<file path="config.mk">
export PLATFORM = sky130hd
export DESIGN_NAME = mib_top
export DESIGN_NICKNAME = d
export VERILOG_FILES = /design/src/hdl/mib_pkg.sv /design/src/hdl/mib_top.sv
export SDC_FILE = /design/constraint.sdc
export NUM_CORES = 1
export LEC_CHECK = 0
export BUFFER_PORTS_ARGS = -buffer_cell sky130_fd_sc_hd__buf_2
export CAP_MARGIN = 0
export CORE_ASPECT_RATIO = 0.75
export CORE_MARGIN = 2
export CORE_UTILIZATION = 40
export DETAILED_ROUTE_END_ITERATION = 7
export HOLD_SLACK_MARGIN = 0.08
export SYNTH_ARGS = -nofsm -noshare
export SYNTH_HDL_FRONTEND = slang
export SYNTH_SLANG_ARGS = --single-unit
</file>
<file path="constraint.sdc">
create_clock -name pclk -period 5.05 [get_ports pclk]
set_clock_uncertainty 0.15 [all_clocks]
set_input_delay 1.01 -clock pclk [delete_from_list [all_inputs] [get_ports pclk]]
set_output_delay 1.01 -clock pclk [all_outputs]
set_load 0.02 [all_outputs]
</file>
<file path="src/hdl/mib_pkg.sv">
/*
 * Package of the maintenance I/O control register bank: register offsets,
 * field positions, reset values, byte carrier type and selection codes.
 * Assumes a 32-bit APB with byte addresses, one register per aligned word.
 */
package mib_pkg;

    // ****************************************************************
    // Register byte offsets
    // ****************************************************************
    localparam logic [7:0] OFF_DOUT_SEL = 8'h00;
    localparam logic [7:0] OFF_DOUT_X = 8'h04;
    localparam logic [7:0] OFF_DOUT_0 = 8'h08;
    localparam logic [7:0] OFF_DOUT_1 = 8'h0c;
    localparam logic [7:0] OFF_MODE_B = 8'h10;
    localparam logic [7:0] OFF_DIAG_MODE = 8'h14;
    localparam logic [7:0] OFF_BR_TRACE = 8'h18;
    localparam logic [7:0] OFF_ADDR_CMP = 8'h1c;
    localparam logic [7:0] OFF_MODE_A = 8'h20;
    localparam logic [7:0] OFF_LS_ADDR = 8'h24;
    localparam logic [7:0] OFF_CS_ADDR0 = 8'h28;
    localparam logic [7:0] OFF_CS_ADDR1 = 8'h2c;
    localparam logic [7:0] OFF_M2C_STAT = 8'h30;
    localparam logic [7:0] OFF_STAT_E = 8'h34;
    localparam logic [7:0] OFF_STAT_D = 8'h38;
    localparam logic [7:0] OFF_STAT_F = 8'h3c;
    localparam logic [7:0] OFF_SCAN_SEL = 8'h40;
    localparam logic [7:0] OFF_SCAN_DATA = 8'h44;
    localparam logic [7:0] OFF_DOUT_CTL = 8'h48;
    localparam logic [7:0] OFF_STR_SEL = 8'h4c;
    localparam logic [7:0] OFF_ERR = 8'h50;
    localparam logic [7:0] OFF_GATES = 8'h54;

    // ****************************************************************
    // Latch array indices (word index of the register)
    // ****************************************************************
    localparam int IDX_FIRST = 1;
    localparam int IDX_LAST = 15;
    localparam logic [3:0] IDX_DOUT_X = 4'h1;
    localparam logic [3:0] IDX_DOUT_0 = 4'h2;
    localparam logic [3:0] IDX_DOUT_1 = 4'h3;
    localparam logic [3:0] IDX_DIAG_MODE = 4'h5;
    localparam logic [3:0] IDX_M2C_STAT = 4'hc;
    localparam logic [3:0] IDX_STAT_D = 4'he;

    // ****************************************************************
    // Field positions
    // ****************************************************************
    localparam int BIT_PAR = 8;
    localparam int BIT_BYPASS = 0;
    localparam int BIT_WAIT_STATE = 6;
    localparam int ERR_MAINT_IO_CONTROLLER = 0;
    localparam int ERR_DOUT_PAR = 1;
    localparam int ERR_HARD = 2;
    localparam int ERR_LATCH_LSB = 16;
    localparam int GATE_ENTRY_14 = 0;
    localparam int GATE_ENTRY_15 = 1;
    localparam int GATE_ENTRY_17 = 2;
    localparam int GATE_MASK_17 = 3;

    // ****************************************************************
    // Reset values and codes
    // ****************************************************************
    localparam logic [7:0] MODE_B_RST = 8'h00;
    localparam logic [7:0] STR_SEL_RST = 8'hff;
    localparam logic [2:0] SEL_BYTE_X = 3'h4;
    localparam logic [2:0] SEL_BYTE_0 = 3'h2;
    localparam logic [2:0] SEL_BYTE_1 = 3'h1;

    // One maintenance byte with its parity latch
    typedef struct packed {
        logic par;
        logic [7:0] data;
    } mib_byte_t;

    typedef enum logic [1:0] {
        MIB_IDLE = 2'b01,
        MIB_DONE = 2'b10
    } mib_state_t;

endpackage

</file>
<file path="src/hdl/mib_top.sv">
/*
 * Maintenance I/O control register bank: control, address and status
 * latches with odd byte parity, data-out bytes, scan access path and the
 * shared maintenance I/O error latch, all reached over APB.
 * Assumes an APB master on pclk and synchronous inputs.
 */
// The implementer's own choices: the APB register port and the register offsets.
//
// Operation
// Mode B latches set, clear, read back
// Mode B holds defined value after reset
// Diagnostic mode written direct, read by scan
// Data, parity latch, error latch reported independently
// Branch trace latches writable, scannable, parity checked
// Address compare latches writable, scannable, parity checked
// Mode A latches writable, scannable, parity checked
// Local store address writable, scannable, checked
// Control store address bytes separately written, checked
// Status to unit: no parity latch fault
// Status E clear after reset, pattern writable
// Status D wait bit set by gates
// Status D clear after scan init, writable
// Status F scan loaded, direct readable
// Control lines decode gates one byte out
// Control latch patterns select returned byte
// Address decode returns only addressed byte
// Byte write updates one byte and parity
// Data-out parity error sets both latches
// Passing register leaves error latch clear
// Tester zeroes string select before checking
// Bypass bit blocks hard check stop
// Odd parity per byte
// One byte plus parity, reads non-destructive
module mib_top
    import mib_pkg::*;
#(
    parameter logic [7:0] MODE_B_INIT = MODE_B_RST
)
(
    input wire logic pclk,
    input wire logic presetn,
    input wire logic ce,
    input wire logic psel,
    input wire logic penable,
    input wire logic pwrite,
    input wire logic [31:0] paddr,
    input wire logic [31:0] pwdata,
    output logic [31:0] prdata,
    output logic pready,
    output logic pslverr,
    output logic maint_io_error,
    output logic hard_check,
    output logic [7:0] mode_a,
    output logic [7:0] mode_b
);

    // ****************************************************************
    // Functions
    // ****************************************************************
    // Odd parity bit for a byte
    function automatic logic odd_par(input logic [7:0] d);
        return ~(^d);
    endfunction

    // True when a stored byte breaks odd parity
    function automatic logic par_bad(input mib_byte_t b);
        return ~(^{b.par, b.data});
    endfunction

    // ****************************************************************
    // State
    // ****************************************************************
    mib_byte_t regs_ff [IDX_FIRST:IDX_LAST];
    logic [IDX_LAST:IDX_FIRST] lat_err_ff;
    logic maint_io_controller_err_ff;
    logic dout_par_err_ff;
    logic hard_ff;
    logic [3:0] scan_sel_ff;
    logic [3:0] dout_ctl_ff;
    logic [7:0] str_sel_ff;
    logic [3:0] gates_ff;
    logic [31:0] prdata_ff;
    logic pready_ff;
    logic pslverr_ff;
    mib_state_t state_ff;
    mib_state_t nxt_state;

    // ****************************************************************
    // Bus decode
    // ****************************************************************
    wire logic [7:0] addr = paddr[7:0];
    wire logic [3:0] widx = paddr[5:2];
    wire logic access = psel && penable && (state_ff == MIB_IDLE);
    wire logic do_wr = access && pwrite;
    wire logic do_rd = access && !pwrite;
    wire logic hit_arr = (addr[1:0] == 2'b00) && (addr >= OFF_DOUT_X) && (addr <= OFF_STAT_F);
    wire logic hit_misc = (addr == OFF_DOUT_SEL) || (addr == OFF_SCAN_SEL) || (addr == OFF_SCAN_DATA)
        || (addr == OFF_DOUT_CTL) || (addr == OFF_STR_SEL) || (addr == OFF_ERR) || (addr == OFF_GATES);
    wire logic mapped = (paddr[31:8] == 24'h000000) && (hit_arr || hit_misc);
    wire logic wr_arr = do_wr && mapped && hit_arr;
    wire logic wr_scan = do_wr && mapped && (addr == OFF_SCAN_DATA);
    wire logic scan_ok = (scan_sel_ff != 4'h0);

    // ****************************************************************
    // Data-out byte selection
    // ****************************************************************
    // Direct address zero: the control latches pick the byte
    wire logic [2:0] ctl_code = dout_ctl_ff[3:1];
    wire logic sel_x = (ctl_code == SEL_BYTE_X);
    wire logic sel_0 = (ctl_code == SEL_BYTE_0);
    wire logic sel_1 = (ctl_code == SEL_BYTE_1);
    wire mib_byte_t ctl_byte = sel_x ? regs_ff[IDX_DOUT_X] :
        sel_0 ? regs_ff[IDX_DOUT_0] :
        sel_1 ? regs_ff[IDX_DOUT_1] :
        mib_byte_t'({1'b1, 8'h00});
    // Direct byte address: the decoder drives the same lines
    wire logic rd_dsel = do_rd && (addr == OFF_DOUT_SEL);
    wire logic rd_dbyte = do_rd && (addr == OFF_DOUT_X || addr == OFF_DOUT_0 || addr == OFF_DOUT_1);
    wire logic rd_dsel_live = rd_dsel && (sel_x || sel_0 || sel_1);
    wire mib_byte_t bus_byte = rd_dbyte ? regs_ff[widx] : ctl_byte;
    wire logic dout_bad = (rd_dsel_live || rd_dbyte) && mapped && par_bad(bus_byte);

    // ****************************************************************
    // Parity checking of stored latches
    // ****************************************************************
    logic [IDX_LAST:IDX_FIRST] bad_now;
    genvar gi;
    generate
        for (gi = IDX_FIRST; gi <= IDX_LAST; gi++)
        begin : g_chk
            if (gi == IDX_M2C_STAT)
            begin : g_nopar
                assign bad_now[gi] = 1'b0;
            end
            else
            begin : g_par
                assign bad_now[gi] = par_bad(regs_ff[gi]);
            end
        end
    endgenerate

    // Stored-latch parity errors reach the shared latch only with string select zero; data-out parity errors always do
    wire logic gate_open = (str_sel_ff == 8'h00);
    wire logic maint_io_controller_set = (gate_open && (|bad_now)) || dout_bad;
    wire logic wait_set = gates_ff[GATE_ENTRY_14] && gates_ff[GATE_ENTRY_15]
        && gates_ff[GATE_ENTRY_17] && gates_ff[GATE_MASK_17];
    wire logic bypass = regs_ff[IDX_DIAG_MODE].data[BIT_BYPASS];
    wire logic hard_set = maint_io_controller_err_ff && !bypass;

    // ****************************************************************
    // Error clear (write one to clear; a same-cycle set wins)
    // ****************************************************************
    wire logic wr_err = do_wr && mapped && (addr == OFF_ERR);
    wire logic [IDX_LAST:IDX_FIRST] lat_clr = wr_err ? pwdata[ERR_LATCH_LSB +: IDX_LAST] : '0;
    wire logic maint_io_controller_clr = wr_err && pwdata[ERR_MAINT_IO_CONTROLLER];
    wire logic dout_clr = wr_err && pwdata[ERR_DOUT_PAR];
    wire logic hard_clr = wr_err && pwdata[ERR_HARD];

    // ****************************************************************
    // Read mux
    // ****************************************************************
    logic [31:0] rd_val;
    always_comb
    begin
        rd_val = 32'h00000000;
        if (hit_arr)
        begin
            rd_val = {23'h000000, regs_ff[widx]};
            if (widx == IDX_M2C_STAT)
            begin
                rd_val[BIT_PAR] = 1'b0;
            end
        end
        else
        begin
            case (addr)
                OFF_DOUT_SEL: rd_val = {23'h000000, ctl_byte};
                OFF_SCAN_SEL: rd_val = {28'h0000000, scan_sel_ff};
                OFF_SCAN_DATA: rd_val = scan_ok ? {23'h000000, regs_ff[scan_sel_ff]} : 32'h00000000;
                OFF_DOUT_CTL: rd_val = {28'h0000000, dout_ctl_ff};
                OFF_STR_SEL: rd_val = {24'h000000, str_sel_ff};
                OFF_ERR: rd_val = {1'b0, lat_err_ff, 13'h0000, hard_ff, dout_par_err_ff, maint_io_controller_err_ff};
                OFF_GATES: rd_val = {28'h0000000, gates_ff};
                default: rd_val = 32'h00000000;
            endcase
        end
    end

    // ****************************************************************
    // Bus handshake: one wait state, answer from flip-flops
    // ****************************************************************
    always_comb
    begin
        case (state_ff)
            MIB_IDLE: nxt_state = access ? MIB_DONE : MIB_IDLE;
            MIB_DONE: nxt_state = MIB_IDLE;
            default: nxt_state = MIB_IDLE;
        endcase
    end

    always_ff @(posedge pclk or negedge presetn)
    begin
        if (!presetn)
        begin
            state_ff <= MIB_IDLE;
            pready_ff <= 1'b0;
            pslverr_ff <= 1'b0;
            prdata_ff <= 32'h00000000;
        end
        else if (ce)
        begin
            state_ff <= nxt_state;
            pready_ff <= access;
            pslverr_ff <= access && !mapped;
            prdata_ff <= do_rd && mapped ? rd_val : 32'h00000000;
        end
    end

    // ****************************************************************
    // Latch array: direct writes, scan loads and status set
    // ****************************************************************
    generate
        for (gi = IDX_FIRST; gi <= IDX_LAST; gi++)
        begin : g_reg
            wire logic dir_hit = wr_arr && (widx == 4'(gi));
            wire logic scan_hit = wr_scan && (scan_sel_ff == 4'(gi));
            mib_byte_t nxt_reg;
            always_comb
            begin
                nxt_reg = regs_ff[gi];
                if (scan_hit)
                begin
                    nxt_reg = mib_byte_t'(pwdata[8:0]);
                end
                else if (dir_hit)
                begin
                    nxt_reg.data = pwdata[7:0];
                    nxt_reg.par = odd_par(pwdata[7:0]);
                end
                if (gi == IDX_STAT_D && wait_set)
                begin
                    nxt_reg.data[BIT_WAIT_STATE] = 1'b1;
                    nxt_reg.par = odd_par(nxt_reg.data);
                end
            end
            always_ff @(posedge pclk or negedge presetn)
            begin
                if (!presetn)
                begin
                    if (gi == 4)
                    begin
                        regs_ff[gi] <= mib_byte_t'({odd_par(MODE_B_INIT), MODE_B_INIT});
                    end
                    else
                    begin
                        regs_ff[gi] <= mib_byte_t'({1'b1, 8'h00});
                    end
                end
                else if (ce)
                begin
                    regs_ff[gi] <= nxt_reg;
                end
            end
        end
    endgenerate

    // ****************************************************************
    // Control, selection and error latches
    // ****************************************************************
    always_ff @(posedge pclk or negedge presetn)
    begin
        if (!presetn)
        begin
            scan_sel_ff <= 4'h0;
            dout_ctl_ff <= 4'h0;
            str_sel_ff <= STR_SEL_RST;
            gates_ff <= 4'h0;
        end
        else if (ce && do_wr && mapped)
        begin
            if (addr == OFF_SCAN_SEL)
            begin
                scan_sel_ff <= pwdata[3:0];
            end
            if (addr == OFF_DOUT_CTL)
            begin
                dout_ctl_ff <= pwdata[3:0];
            end
            if (addr == OFF_STR_SEL)
            begin
                str_sel_ff <= pwdata[7:0];
            end
            if (addr == OFF_GATES)
            begin
                gates_ff <= pwdata[3:0];
            end
        end
    end

    always_ff @(posedge pclk or negedge presetn)
    begin
        if (!presetn)
        begin
            lat_err_ff <= '0;
            maint_io_controller_err_ff <= 1'b0;
            dout_par_err_ff <= 1'b0;
            hard_ff <= 1'b0;
        end
        else if (ce)
        begin
            lat_err_ff <= bad_now | (lat_err_ff & ~lat_clr);
            maint_io_controller_err_ff <= maint_io_controller_set | (maint_io_controller_err_ff & !maint_io_controller_clr);
            dout_par_err_ff <= dout_bad | (dout_par_err_ff & !dout_clr);
            hard_ff <= hard_set | (hard_ff & !hard_clr);
        end
    end

    // ****************************************************************
    // Outputs
    // ****************************************************************
    assign prdata = prdata_ff;
    assign pready = pready_ff;
    assign pslverr = pslverr_ff;
    assign maint_io_error = maint_io_controller_err_ff;
    assign hard_check = hard_ff;
    assign mode_a = regs_ff[8].data;
    assign mode_b = regs_ff[4].data;

endmodule

</file>
### Word-level counts from Yosys, hierarchy flattened

Index checks and enable logic that the tools add are counted.

| word-level totals | value |
|---|---|
| latch bits | 0 |
| bits in read-only memories | 0 |
| input bits | 70 |
| bits in writable memories | 0 |
| memories kept | 0 |
| output and inout bits | 52 |
| register bits after elaboration | 209 |

| cells by class | value |
|---|---|
| shift operators | 0 |
| bitwise logic cells | 28 |
| add/sub/neg operators | 0 |
| $lt $le $gt $ge | 4 |
| muxes and demuxes | 50 |
| $mul | 0 |
| div/mod/pow operators | 0 |
| equality and inequality tests | 43 |
| reductions and logical operators | 134 |

Operators with widths:

| kind | count |
|---|---|
| 2-to-1 mux 9 bit | 39 |
| case mux 31 bit (7 select lines) | 1 |
| parity 9 bit | 15 |
| binary-select mux 9 bit (select 4 bit) | 2 |
| == test 4 bit (second input constant) | 16 |
| logical AND 1 bit | 58 |
| == test 8 x 7 -> 1 bit (second input constant) | 6 |
| AND reduction 2 bit | 19 |
| == test 4 x 3 -> 1 bit (second input constant) | 8 |
| 2-to-1 mux 32 bit | 1 |
| 2-to-1 mux 31 bit | 1 |
| nonzero test 2 bit | 14 |
| logical NOT 24 bit | 1 |
| NOT 1 bit | 17 |
| == test 4 x 2 -> 1 bit (second input constant) | 4 |
| == test 8 x 4 -> 1 bit (second input constant) | 2 |
| logical NOT 8 bit | 2 |
| parity 8 bit | 2 |
| bitwise AND 15 bit | 1 |
| 2-to-1 mux 15 bit | 1 |
| NOT 15 bit | 1 |
| OR 15 bit | 1 |
| OR reduction 14 bit | 1 |
| logical OR 1 bit | 13 |
| 18 further kinds | 33 |

### Depth between registers and ports, before layout

| logic depth | value |
|---|---|
| depth after elaboration | 17 |
| gate-level depth with buffers | 12 |
| depth with buffers taken out | 8 |

### Worst setup path before layout

Ideal clock, no wire load.

| timing | value |
|---|---|
| kind | input to register |
| from | input paddr[7] |
| to | register regs_ff[31] (netlist name) |
| setup time | 0.125 ns |
| path slack | 1.807 ns |
| cell stages on the path | 8 |
| arrival | 2.968 ns |
| required time | 4.775 ns |
| cell sequence | or4_1 clkbuf_1 nor2_2 nand2_1 nor3_1 nand2_1 a21boi_4 mux2_2 |

| between the ends | value |
|---|---|
| word-level cells in the longest chain between the ends | 14 |
| elaborated cells between the ends (all ways) | 27 |
| classes of those cells | order compare: 2; eq/ne: 6; mux: 1; reduce/logical: 18 |

RTL lines:

| element | line | source |
|---|---|---|
| start, declared | mib_top.sv:46 | `input wire logic [31:0] paddr,` |
| branches (longest 14 deep; another with greater-or-equal comparator 8 x 3 -> 1 bit) | -- |  |
| end signal, assigned by index | mib_top.sv:252 | `regs_ff[gi] <= mib_byte_t'({odd_par(MODE_B_INIT), MODE_B_INIT});` |
| end signal, assigned by index | mib_top.sv:256 | `regs_ff[gi] <= mib_byte_t'({1'b1, 8'h00});` |
| end signal, assigned by index | mib_top.sv:261 | `regs_ff[gi] <= nxt_reg;` |
| end, declared | mib_top.sv:73 | `mib_byte_t regs_ff [IDX_FIRST:IDX_LAST];` |

Several ways; the timed one is not identified.
A chain may end at the register's enable or synchronous reset.

### Final worst setup path

| timing | value |
|---|---|
| from | register scan_sel_ff[0] |
| to | register regs_ff[15] (netlist name) |

| between the ends | value |
|---|---|
| word-level cells in the longest chain between the ends | 4 |
| elaborated cells between the ends (all ways) | 6 |
| classes of those cells | eq/ne: 1; mux: 2; reduce/logical: 3 |

RTL lines:

| element | line | source |
|---|---|---|
| start, declared | mib_top.sv:78 | `logic [3:0] scan_sel_ff;` |
| start signal, assigned | mib_top.sv:283 | `scan_sel_ff <= pwdata[3:0];` |
| == test 4 bit * | mib_top.sv:226 | `wire logic scan_hit = wr_scan && (scan_sel_ff == 4'(gi));` |
| logical AND 1 bit * | mib_top.sv:226 |  |
| nonzero test 3 bit (no line) / 2-to-1 mux 9 bit (equally long branches) | -- |  |
| AND reduction 2 bit (no line) / 2-to-1 mux 1 bit (equally long branches) | -- |  |

Mark *: on every way between the ends. The rest lies on a longest branch, timed or not.

==> flow_summary.yaml <==
status:
  outcome: "complete, no violations"
detailed_routing:
  vias: 8982
  wirelength_um: 38220
  firstDrtPassIters: 6
  routedWlPerCell_um: 24.84
  viasPerCell: 5.836
  initialDrtViolationCount: 702
  drc_errors: 0
  ant_nets: 0
synthesis:
  netlist_top_cells_area: "dfrtp_1 (35%), mux2_2 (16%), mux4_2 (9.7%)"
  synthCells: 1051
  avgSynthCellArea_um2: 12.10
  ys_seq_elements: 200
  synthFlopType: "dfrtp_1"
  yosysWarningCount: 0
  synth_seq_area_share_pct: 39.58
  yosysTopAreaCell: "dfrtp_1"
  synthArstFlopShare_pct: 100.0
  synth_area_um2: 12720
  synth_edf_count: 0
  synthDistinctLibCells: 73
  synth_top_area_share_pct: 34.63
cts:
  clkTransAtPathRegs_ns: 0.09
  worstSkewPairLatency_ns: 0.48
  root_buffer: "clkbuf_16"
  cts_made_buffers: 17
  cts_buffer_depth: 2
  cts-hold-fix-buffers: 0
  clock_sinks: 200
  h-tree-depth: 4
  cts_setup_buffers: 0
  cts_resized: 0
  cts_tree: "yes"
timing:
  worstMarginPinSlew_ns: 1.270
  max_slew_margin_pct: 15.14
  period_share_pct: 72.28
  slew_viol_final: 0
  rsz0062_at_grt: "no"
  period_needed_ns: 3.650
  setup_viol: 0
  fin_setup_tns_ns: 0
  fmax_mhz: 273.9
  hold_viol_final: 0
floorplanning:
  core_area_um2: 31250
  dieArea_um2: 33260
  fp.dieW_um: 209.9
  start_util_pct: 40.70
  fp.dieH_um: 158.4
  io_pins: 122
  row_count: 56
final_layout:
  syn2layout_area_growth_pct: 10.91
  post-route-util_pct: 45.14
  drive_above_1_share_pct: 39.49
  final_common_cell: "mux2_2"
  num-nets-final: 1189
  fillers: 2947
  final_cell_mix: "mux2_2 (179), dfrtp_1 (175), xnor2_1 (105)"
global_route:
  grt_use_total_pct: 23.80
  grt_pass1_vias: 9000
  grt_overflow: 0
  grt_pass1_wl_um: 57810
  antenna_found_initial: 1
  grt_max_degree: 85
critical_path:
  critPathRequiredTime_ns: 5.27
  worstPathMaxFanout: 29
  path_buf_inv: 0
  max_stage_delay_ns: 1.10
  worst_setup_path_end_kind: "flip-flop"
  crit_slowest_cell: "nor2b_1"
  worstPathArrival_ns: 3.87
  crit_type: "flip-flop to flip-flop"
  path_cells: "nor2b_1 -> nand4_1 -> a21boi_0 -> nand2_1 -> o32a_1"
  cp_top_family: "simple AND/OR/NAND/NOR gates"
  setup.worst_path.start_class: "flip-flop"
power:
  clock_power_share_pct: 45.3
  ir_drop_v: 0.0002205
  p_int_w: 0.002511
  p_leak_nw: 6.050
  swShare_pct: 26.36
  combPwrFrac_pct: 7.7
  power_density_nw_per_um2: 241.7
  seq_power_share_pct: 47.1
  switchingPower_w: 0.0008990
worst_hold_path:
  hp-class: "flip-flop to flip-flop"
placement:
  hpwlAfterDp_um: 27720
  io_buffer_count: 105
  gp_congestion: 0.9328
run:
  cap_violations: 0
-- tightest hold or removal path, stage by stage (launching register included) --
cell	delay, ns
dfrtp_1	0.35
nand2_1	0.04
o21ai_0	0.06
-- kinds of logic after synthesis --
logic type / after synthesis / share of synthesized area [%]
AO/OA/AOI/OAI: 148 / 9.345
XOR/XNOR: 126 / 8.784
other: 1 / 0.02948
AND/OR/NAND/NOR: 198 / 8.155
flip-flops: 200 / 39.58
buffers and inverters: 116 / 5.145
multiplexers: 262 / 28.96
-- metal layers --
| metal | GRT usage [%] | wire length, um | part of all wire [%] |
|---|---|---|---|
| met3 | 7.712 | 3382 | 8.8 |
| met1 | 32.41 | 17220 | 45 |
| met2 | 36.34 | 16760 | 44 |
| met5 | 0 | 0 | 0 |
| met4 | 7.025 | 866 | 2.3 |
-- final cells by class --
class	count	area, um2	area share (%)
tap	406	508.0	3.601
inverter	32	146.4	1.038
timing repair buffer	126	704.4	4.993
multi-input combinational	742	7057	50.02
antenna	1	2.502	0.01774
sequential	200	5036	35.70
clock buffer	17	425.4	3.016
clock inverter	15	227.7	1.614
-- cells in the mapped netlist (5+ instances only) --
| master | number |
|---|---|
| nand3b_1 | 10 |
| nor2_1 | 23 |
| and2_1 | 6 |
| xnor2_1 | 105 |
| dfstp_2 | 24 |
| a21boi_4 | 9 |
| nor4_1 | 12 |
| and3_1 | 6 |
| nand3_1 | 5 |
| mux4_2 | 55 |
| clkbuf_1 | 35 |
| buf_1 | 5 |
| xor2_1 | 20 |
| o21ai_0 | 25 |
| dfrtp_1 | 176 |
| nor2b_1 | 11 |
| buf_4 | 27 |
| nor3_1 | 6 |
| o22ai_1 | 6 |
| a221oi_1 | 10 |
| inv_1 | 31 |
| nand2_1 | 92 |
| mux4_1 | 9 |
| a21oi_1 | 16 |
| o32ai_1 | 5 |
| o211ai_1 | 5 |
| a22oi_1 | 14 |
| mux2i_1 | 17 |
| a21boi_2 | 5 |
| buf_2 | 10 |
| mux2_2 | 179 |
| a22o_1 | 23 |
| a211oi_1 | 5 |
-- state kept, by name, summed over array words and instances (netlist names), 4 cells and up --
register and flops:
str_sel_ff 8, mode_a 8, regs_ff 118, lat_err_ff 15, dout_ctl_ff 4, mode_b 8, prdata 24, gates_ff 4
scan_sel_ff 4
-- through the flow --
stage                     hold WS [ns]  instance area (um2)  instances  total power [W]  worst slack, ns
after floorplan                 0.2935                12750       1058         0.001789            1.807
after global placement          0.3107                13450       1506         0.001895           0.9897
after detailed placement        0.3188                13450       1506         0.001896           0.9674
after CTS                       0.3392                14100       1538         0.003432            1.469
after global routing            0.3605                14100       1538         0.003519            1.249
final                           0.3361                14110       1539         0.003410            1.400
-- worst paths after layout --
path / depth (start not counted) / slack [ns] / start / end
max: 5 / 1.40 / scan_sel_ff[0]$_DFFE_PN0P_ / regs_ff[15]$_DFFE_PN0P_
min reg2reg: 2 / 0.34 / lat_err_ff[12]$_DFFE_PN0P_ / prdata[27]$_DFFE_PN0P_
max in group asynchronous: 2 / 3.25 / presetn / regs_ff[2]$_DFFE_PN0P_
min: 2 / 0.34 / lat_err_ff[12]$_DFFE_PN0P_ / prdata[27]$_DFFE_PN0P_
max reg2reg: 5 / 1.40 / scan_sel_ff[0]$_DFFE_PN0P_ / regs_ff[15]$_DFFE_PN0P_
min in group asynchronous: 1 / 0.41 / presetn / prdata[16]$_DFFE_PN0P_
-- power by group through the flow --
stage	sequential (W)	combinational (W)	clock (W)
after floorplan	0.00164	0.000151	0
after global placement	0.00164	0.000259	0
after detailed placement	0.00164	0.000260	0
after CTS	0.00160	0.000261	0.00157
after global routing	0.00161	0.000283	0.00163
final	0.00160	0.000261	0.00154
No activity file was read; power rests on OpenSTA's default activity.
